$ cat src/pkg/act_pkg.sv
package act_pkg;

  // Clock and timing figures.
  localparam int unsigned CLK_HZ          = 40_000_000;
  localparam int unsigned SYS_NS          = 25;
  localparam int unsigned LOAD_SYS_CYC    = 6;
  localparam int unsigned BC_10_POST      = 52;
  localparam int unsigned BC_10_RAW       = 40;
  localparam int unsigned BC_8_POST       = 44;
  localparam int unsigned BC_8_RAW        = 32;
  localparam int unsigned CAL_MIN_BC      = 484;
  localparam int unsigned CAL_MAX_BC      = 11_696;
  localparam int unsigned BC_MIN_KHZ      = 500;
  localparam int unsigned BC_MAX_KHZ      = 20_000;

  // Result field.
  localparam int unsigned RES_W           = 10;
  localparam logic [9:0]  RES_ZERO        = 10'h000;
  localparam logic [9:0]  RES_FULL        = 10'h3ff;

  // Clock-select encodings.
  localparam logic [1:0]  CKS_DIV4        = 2'h0;
  localparam logic [1:0]  CKS_DIV2        = 2'h1;
  localparam logic [1:0]  CKS_DIV16       = 2'h2;
  localparam logic [1:0]  CKS_DIV8        = 2'h3;

  // Control bundle driven by software.
  typedef struct packed {
    logic [1:0] conv_clock_select;
    logic [1:0] sample_time_select;
    logic       improved_clk_mode;
    logic [7:0] improved_div;
    logic       post_cal_en;
    logic       res_8bit;
  } act_ctrl_t;

  // Analog comparator view of the input.
  typedef struct packed {
    logic       below_gnd;
    logic       above_ref;
    logic [9:0] code;
  } act_ain_t;

  typedef enum logic [2:0] {
    ST_IDLE,
    ST_SAMPLE,
    ST_CONVERT,
    ST_LOAD
  } act_state_t;

endpackage : act_pkg

$ cat src/design/act_conv_timing.sv
`timescale 1ns/10ps
// Operation
// RL1: The basic clock is the system clock divided by 4, 2, 16 or 8 for select 00, 01, 10, 11.
// RL2: The sample phase lasts 8, 16, 32 or 64 basic clocks for select 00, 01, 10, 11.
// RL3: A 10-bit conversion takes 52 (or 40 without post-calibration) basic clocks plus sample plus 6 system clocks.
// RL4: An 8-bit conversion takes 44 (or 32 without post-calibration) basic clocks plus sample plus 6 system clocks.
// RL5: A conversion runs sample, then result determination, then a 6-cycle result load.
// RL6: Inputs below ground store zero and inputs above the reference store 3FF.
// RL7: After reset a calibration of 484 to 11696 basic clocks runs, its length set by reference noise.
// RL8: Conversions asked for during calibration are done and stretch the calibration.
// RL9: Software keeps the basic clock between 0.5 MHz and 20 MHz.
// RL10: The table encodings hold in compatibility mode, and an improved clock divider may be chosen.
// RL11: The CPU clock is the master clock or half of it, chosen by one halving bit.
// RL12: The system clock for peripherals runs at the CPU clock rate.
// RL13: A clock generation control field chooses how the master clock is made.
// RL14: A done pulse marks the cycle in which the result register is loaded.
module act_conv_timing #(
  parameter int unsigned CAL_BASE_BC = act_pkg::CAL_MIN_BC,
  parameter int unsigned CAL_MAX     = act_pkg::CAL_MAX_BC
) (
  // Clock and reset.
  input  wire logic                 core_clk,
  input  wire logic                 arst_n,
  // Software control.
  input  wire act_pkg::act_ctrl_t   ctrl,
  input  wire logic                 start,
  input  wire logic                 cpu_clock_halve,
  input  wire logic [1:0]           clock_gen_control_reg,
  // Analog side, asynchronous to core_clk.
  input  wire act_pkg::act_ain_t    ain,
  input  wire logic                 ref_noise,
  // Status and result.
  output logic                      busy,
  output logic                      cal_busy,
  output logic                      done,
  output logic [9:0]                result,
  output logic                      cpu_clk_en,
  output logic                      sys_clk_en,
  output logic [1:0]                clk_gen_mode
);
  import act_pkg::*;

  ////////////////////////////////////////////////////////////////////////
  // Basic clock generation.

  logic [7:0] div_sel;
  logic       bc_tick;
  act_state_t state_q;
  act_ctrl_t  cfg_q;
  act_ctrl_t  div_src;

  // A running conversion keeps the divider it started with; idle follows software.
  assign div_src = (state_q == ST_IDLE) ? ctrl : cfg_q;

  // Table divide ratios in compatibility mode or with a zero improved divider, else the direct divider.
  always_comb begin
    if (div_src.improved_clk_mode && div_src.improved_div != 8'h00) begin
      div_sel = div_src.improved_div;                  // see RL10
    end else begin
      case (div_src.conv_clock_select)                 // see RL1
        CKS_DIV4:  div_sel = 8'h04;
        CKS_DIV2:  div_sel = 8'h02;
        CKS_DIV16: div_sel = 8'h10;
        CKS_DIV8:  div_sel = 8'h08;
        default:   div_sel = 8'h04;
      endcase
    end
  end

  // Range of the resulting basic clock is left to software.
  act_pulse_div #(.W(8)) u_bc_div (                    // see RL9
    .core_clk (core_clk),
    .arst_n   (arst_n),
    .div_val  (div_sel),
    .tick     (bc_tick)
  );

  ////////////////////////////////////////////////////////////////////////
  // Input synchronisers for the analog comparator lines.

  logic [11:0] ain_s1_q, ain_s2_q, ain_s3_q;
  logic [2:0]  noise_s_q;

  // Three stages; a change counts once the second and third agree.
  always_ff @(posedge core_clk or negedge arst_n) begin
    if (!arst_n) begin
      ain_s1_q  <= '0;
      ain_s2_q  <= '0;
      ain_s3_q  <= '0;
      noise_s_q <= '0;
    end else begin
      ain_s1_q  <= ain;
      ain_s2_q  <= ain_s1_q;
      ain_s3_q  <= ain_s2_q;
      noise_s_q <= {noise_s_q[1:0], ref_noise};
    end
  end

  logic [11:0] ain_q;
  logic        noise_q;

  // Filtered copies taken only when stages two and three match.
  always_ff @(posedge core_clk or negedge arst_n) begin
    if (!arst_n) begin
      ain_q   <= '0;
      noise_q <= 1'b0;
    end else begin
      if (ain_s2_q == ain_s3_q) ain_q <= ain_s3_q;
      if (noise_s_q[1] == noise_s_q[2]) noise_q <= noise_s_q[2];
    end
  end

  ////////////////////////////////////////////////////////////////////////
  // Conversion sequencer.

  logic [6:0]  samp_len, conv_len;
  logic [6:0]  bc_cnt_q;
  logic [2:0]  load_cnt_q;
  logic [7:0]  ph_q;
  logic        conv_tick;

  // Sample length doubles per select step.
  assign samp_len = 7'd8 << cfg_q.sample_time_select;  // see RL2

  // The conversion clock restarts its phase at start, so a conversion lasts exactly its
  // table length; the free-running divider would shorten it by up to one basic period.
  always_ff @(posedge core_clk or negedge arst_n) begin
    if (!arst_n) begin
      ph_q <= 8'h01;
    end else if (state_q == ST_IDLE || conv_tick) begin
      ph_q <= 8'h01;
    end else begin
      ph_q <= ph_q + 8'h01;
    end
  end

  assign conv_tick = (state_q == ST_SAMPLE || state_q == ST_CONVERT) && (ph_q == div_sel);

  // Determination length by width and post-calibration.
  always_comb begin                                    // see RL3
    case ({cfg_q.res_8bit, cfg_q.post_cal_en})
      2'b01:   conv_len = 7'(BC_10_POST);
      2'b00:   conv_len = 7'(BC_10_RAW);
      2'b11:   conv_len = 7'(BC_8_POST);               // see RL4
      2'b10:   conv_len = 7'(BC_8_RAW);
      default: conv_len = 7'(BC_10_RAW);
    endcase
  end

  // Settings latch at start so a mid-conversion write cannot skew timing.
  always_ff @(posedge core_clk or negedge arst_n) begin
    if (!arst_n) begin
      state_q    <= ST_IDLE;
      cfg_q      <= '0;
      bc_cnt_q   <= '0;
      load_cnt_q <= '0;
    end else begin
      case (state_q)                                   // see RL5
        ST_IDLE: begin
          if (start) begin
            cfg_q    <= ctrl;
            bc_cnt_q <= '0;
            state_q  <= ST_SAMPLE;
          end
        end
        ST_SAMPLE: begin
          if (conv_tick) begin
            if (bc_cnt_q == samp_len - 7'd1) begin
              bc_cnt_q <= '0;
              state_q  <= ST_CONVERT;
            end else begin
              bc_cnt_q <= bc_cnt_q + 7'd1;
            end
          end
        end
        ST_CONVERT: begin
          if (conv_tick) begin
            if (bc_cnt_q == conv_len - 7'd1) begin
              load_cnt_q <= '0;
              state_q    <= ST_LOAD;
            end else begin
              bc_cnt_q <= bc_cnt_q + 7'd1;
            end
          end
        end
        ST_LOAD: begin
          if (load_cnt_q == 3'(LOAD_SYS_CYC - 1)) begin
            state_q <= ST_IDLE;
          end else begin
            load_cnt_q <= load_cnt_q + 3'd1;
          end
        end
        default: state_q <= ST_IDLE;
      endcase
    end
  end

  logic load_end;
  assign load_end = (state_q == ST_LOAD) && (load_cnt_q == 3'(LOAD_SYS_CYC - 1));

  // Result with clamping; 8-bit results keep the upper bits of the code.
  always_ff @(posedge core_clk or negedge arst_n) begin
    if (!arst_n) begin
      result <= RES_ZERO;
      done   <= 1'b0;
      busy   <= 1'b0;
    end else begin
      done <= load_end;                                // see RL14
      busy <= (state_q != ST_IDLE) && !load_end || (state_q == ST_IDLE && start);
      if (load_end) begin
        if (ain_q[11]) result <= RES_ZERO;             // see RL6
        else if (ain_q[10]) result <= RES_FULL;
        else if (cfg_q.res_8bit) result <= {ain_q[9:2], 2'b00};
        else result <= ain_q[9:0];
      end
    end
  end

  ////////////////////////////////////////////////////////////////////////
  // Reset calibration.

  logic [13:0] cal_cnt_q, cal_len_q;

  // Noise adds basic clocks to the length; conversions stretch it too.
  always_ff @(posedge core_clk or negedge arst_n) begin
    if (!arst_n) begin
      cal_busy  <= 1'b1;                               // see RL7
      cal_cnt_q <= '0;
      cal_len_q <= 14'(CAL_BASE_BC);
    end else if (cal_busy) begin
      if (state_q != ST_IDLE) begin
        cal_cnt_q <= cal_cnt_q;                        // see RL8
      end else if (bc_tick) begin
        if (cal_cnt_q >= cal_len_q - 14'd1) begin
          cal_busy <= 1'b0;
        end else begin
          cal_cnt_q <= cal_cnt_q + 14'd1;
          if (noise_q && cal_len_q < 14'(CAL_MAX)) cal_len_q <= cal_len_q + 14'd1;
        end
      end
    end
  end

  ////////////////////////////////////////////////////////////////////////
  // CPU and system clock enables and clock generation mode.

  logic half_q;

  // The halving bit gates every other master cycle.
  always_ff @(posedge core_clk or negedge arst_n) begin
    if (!arst_n) begin
      half_q       <= 1'b0;
      cpu_clk_en   <= 1'b0;
      sys_clk_en   <= 1'b0;
      clk_gen_mode <= 2'h0;
    end else begin
      half_q       <= cpu_clock_halve ? !half_q : 1'b0;
      cpu_clk_en   <= !cpu_clock_halve || half_q;      // see RL11
      sys_clk_en   <= !cpu_clock_halve || half_q;      // see RL12
      clk_gen_mode <= clock_gen_control_reg;           // see RL13
    end
  end

endmodule : act_conv_timing

$ cat src/design/act_pulse_div.sv
`timescale 1ns/10ps
// Produces a one-cycle tick every div_val cycles of core_clk.
module act_pulse_div #(
  parameter int unsigned W = 8
) (
  // Clock and reset.
  input  wire logic         core_clk,
  input  wire logic         arst_n,
  // Divider setting, one or more.
  input  wire logic [W-1:0] div_val,
  output logic              tick
);

  logic [W-1:0] cnt_q;

  // Free-running down counter; reload keeps the tick period exact.
  always_ff @(posedge core_clk or negedge arst_n) begin
    if (!arst_n) begin
      cnt_q <= '0;
      tick  <= 1'b0;
    end else if (cnt_q <= W'(1)) begin
      cnt_q <= div_val;
      tick  <= 1'b1;
    end else begin
      cnt_q <= cnt_q - W'(1);
      tick  <= 1'b0;
    end
  end

endmodule : act_pulse_div

$ cat config.mk
export PLATFORM = sky130hd
export DESIGN_NAME = act_conv_timing
export DESIGN_NICKNAME = d
export VERILOG_FILES = /design/src/pkg/act_pkg.sv /design/src/design/act_conv_timing.sv /design/src/design/act_pulse_div.sv
export SDC_FILE = /design/constraint.sdc
export NUM_CORES = 1
export LEC_CHECK = 0
export BUFFER_PORTS_ARGS = -buffer_cell sky130_fd_sc_hd__buf_2
export CORE_MARGIN = 4
export CORE_UTILIZATION = 63
export DETAILED_ROUTE_END_ITERATION = 7
export PLACE_DENSITY_LB_ADDON = 0.15
export SETUP_SLACK_MARGIN = 0.4
export SLEW_MARGIN = 20
export SYNTH_ARGS = -nofsm -noshare
export SYNTH_HDL_FRONTEND = slang
export SYNTH_HIERARCHICAL = 1
export SYNTH_SLANG_ARGS = --single-unit
$ cat constraint.sdc
create_clock -name core_clk -period 5.15 [get_ports core_clk]
set_input_delay 0.2575 -clock core_clk [delete_from_list [all_inputs] [get_ports core_clk]]
set_output_delay 0.2575 -clock core_clk [all_outputs]
set_load 0.01 [all_outputs]
==> out/qor.csv <==
stage;metric;value;unit
die;Rows;37;
drt;DRC violations left;0;
cells_and_area;Diodes inserted;0;
logic_synthesis;Gate Count Post-Synth;622;
logic_synthesis;Syn Nets;685;
drt;Vias;4951;
sta;worst-margin pin slew;914;ps
place;gpl congestion;0.854;
logic_synthesis;flop and latch count out of synthesis;141;
clock_network;clock tree root buffer cell;clkbuf_8;
die;Starting Density;65.6;%
sta;fmax;265;MHz
pwr;VDD IR max;0.367;mV
logic_synthesis;synth unique cells;66;
die;die width;113;µm
clock_network;post-CTS setup buffer count;0;
drt;total wire length;14600;µm
sta;Final setup violation count;0;
grt;overall routing resource usage;24.7;%
hold_path;Hold WC Path Type;in2reg;
clock_network;CTS Sinks;141;
clock_network;CTS Buf Count;17;
drt;Routed Antenna Nets;0;
logic_synthesis;Synth Cell Area;6900;µm²
job;max cap viols;0;
critical_path;worst path cell trace;inv_1 > ha_1 > nor2b_1 > o21ai_1 > a221oi_1 > nor3_1 > nor4b_2 > nand3_2 > a221o_1 > or2_4 > o31ai_1;
pwr;Int Power;1.85;mW
logic_synthesis;Syn Area/Cell;11.1;µm²
critical_path;crit-path max cell delay;560;ps
die;die area;12700;µm²
critical_path;crit path kind;reg2reg;
clock_network;CTS tree;built;
die;Placeable Area;10500;µm²
cells_and_area;area added between synthesis and finish;17.0;%
pwr;Clock Power Share;48.9;%
clock_network;Worst-Skew Late Latency;540;ps
sta;Fin Hold WS;22.9;ps
grt;vias in the first global route;5257;
logic_synthesis;Ys Warns;6;
pwr;Sw Pwr;531;µW
pwr;combinational share of power;3.2;%
pwr;Leak Pwr;3.92;nW
sta;final-report hold violation count;0;
logic_synthesis;Post-synth EDFFs;0;
critical_path;startpoint types;flip-flop;
drt;Routed WL per cell;17.3;µm
place;Port Buffers;50;
clock_network;H-tree level count;4;
sta;pins over their slew limit;0;
sta;Tcrit/Tclk final;73.2;%
die;chip height;113;µm
cells_and_area;fillers;695;
outcome;status;completed;
sta;RSZ-0062 raised after global routing;no;
clock_network;Clock transition at path regs;60;ps
cells_and_area;Layout Nets;758;
pwr;share of power burned in registers;47.9;%
critical_path;CP top delay family;simple AND/OR/NAND/NOR gates;
sta;setup tns final;0;ps
grt;largest net degree at the start of global routing;80;
logic_synthesis;ys flop type;dfrtp_1;
critical_path;critical-path maximum fanout;14;
critical_path;Buf/Inv on CP;1;
pwr;switch share;22.3;%
die;# IOs;51;
sta;Rel. slew slack;38.9;%
sta;Clock Skew;8.73;ps
grt;first-pass GRT wire length;25100;µm
pwr;P per Cell Area;295;nW/µm²
logic_synthesis;asr flop ratio synth;100;%
logic_synthesis;Seq/Total Area, Yosys;51.3;%
grt;aggregate global routing overflow;0;
sta;post-layout min period;3770;ps
critical_path;CP max stage cell;nor4b_2;
critical_path;CP arrival;4200;ps
drt;drt via density;5.87;
clock_network;maximum clock path buffer count;2;
grt;initial antenna violation count;0;
place;detailed placement HPWL;9600;µm
cells_and_area;share of cells above drive strength 1;19.6;%
drt;first-pass iteration count of the detailed router;5;
drt;Initial DRC Count;487;
critical_path;CP required;5580;ps
critical_path;Crit. End Element;flip-flop;
[through the flow]
stage	instance area, µm²	util [%]	instances	total power, mW	worst slack (ps)
6_report	8070	76.8	844	2.38	1380
5_1_grt	8070	76.8	844	2.46	1040
4_1_cts	8070	76.8	844	2.39	1400
3_5_place_dp	7230	68.8	785	1.22	1470
3_3_place_gp	7230	68.8	785	1.22	1590
2_1_floorplan	6900	-	622	1.17	1890
[layout make-up]
type	instances	area, µm²	share of cell area, %
clock buffers	21	459	5.69
clock inverters	11	110	1.36
inverters	27	101	1.26
multi-input cells	427	3130	38.8
flip-flops and latches	141	3540	43.8
well taps	136	170	2.11
repair buffers	81	557	6.90
[cell usage in the layout (no fill, tap or decap), types with 7 or more instances in the layout]
master / instances
nor4_1: 21
dfstp_2: 7
ha_1: 29
and2_1: 8
clkbuf_16: 16
xnor2_1: 35
o31ai_1: 17
dlygate4sd3_1: 27
nand4_1: 8
nor3_1: 18
nand2b_1: 7
mux2i_1: 7
nor2_1: 33
and3_1: 7
a21oi_1: 15
mux2_2: 31
nor2b_1: 8
dfrtp_1: 134
inv_1: 27
xor2_1: 30
nand3_1: 19
buf_2: 49
nand2_1: 44
o21ai_0: 17
[what timing repair did]
action                     4_1_cts  5_1_grt
hold buffers                    27        0
hold endpoints to repair       101        0
resized for setup                0        0
setup endpoints to repair        0        0
[cell usage after synthesis (3+ instances only)]
library cell / n / area [µm²]
a211oi_1: 3 / 22.5
a21o_1: 6 / 45.0
a21oi_1: 15 / 75.1
a31oi_1: 3 / 18.8
a32o_1: 4 / 40.0
and2_1: 8 / 50.1
and3_1: 7 / 43.8
clkbuf_1: 20 / 75.1
dfrtp_1: 134 / 3350
dfstp_2: 7 / 184
ha_1: 29 / 363
inv_1: 27 / 101
mux2_2: 31 / 349
mux2_4: 4 / 60.1
mux2i_1: 7 / 70.1
nand2_1: 44 / 165
nand2b_1: 7 / 43.8
nand3_1: 19 / 95.1
nand4_1: 8 / 50.1
nor2_1: 33 / 124
nor2b_1: 8 / 50.1
nor3_1: 18 / 90.1
nor3b_1: 4 / 30.0
nor4_1: 21 / 131
o21ai_0: 17 / 85.1
o21ai_1: 3 / 15.0
o21bai_1: 3 / 22.5
o31ai_1: 17 / 128
or3_1: 3 / 18.8
xnor2_1: 35 / 307
xor2_1: 30 / 263
[path summary, 6_finish.rpt]
path	startpoint	end	slack, ps	cells after the start
min	ctrl[6]	cfg_q[6]	20	2
min reg2reg	ain_s1_q[9]	ain_s2_q[9]	350	0
max reg2reg	state_q[0]	bc_cnt_q[4]	1380	11
max	state_q[0]	bc_cnt_q[4]	1380	11
max in group asynchronous	arst_n	bc_cnt_q[5]	3590	3
min in group asynchronous	arst_n	cal_len_q[10]	310	2
[flip-flops by register name, indices dropped and copies added (netlist names), 2 cells and up]
signal / count
noise_s_q: 3
cal_cnt_q: 14
load_cnt_q: 3
u_bc_div/cnt_q: 8
ain_s3_q: 12
ain_s1_q: 12
result: 10
state_q: 2
bc_cnt_q: 7
ph_q: 8
clk_gen_mode: 2
ain_q: 12
ain_s2_q: 12
cal_len_q: 14
cfg_q: 15
[layer usage]
metal	up-vias	part of all wire, %	track usage (%)
li1	2352	-	-
met1	2451	43	31.2
met2	117	51	41.0
met3	31	3.7	6.15
met4	0	2.2	9.54
met5	-	0	0
[cell families after synthesis]
family | count (synthesis) | share of synthesized area, %
mux | 42 | 6.95
simple gates | 196 | 15.3
xor+xnor | 65 | 8.26
compound gates | 94 | 9.51
fa+ha+maj | 30 | 5.41
flops | 141 | 51.3
buf+inv | 54 | 3.25
[power by group through the flow]
stage	Clock, mW	Sequential [mW]	Combinational [mW]
after CTS	1.17	1.14	0.0773
after global routing	1.23	1.14	0.0859
final	1.16	1.14	0.0766
after floorplan	0	1.16	0.0170
after global placement	0	1.16	0.0589
after detailed placement	0	1.16	0.0609
Power figures use the tool's default switching activity.
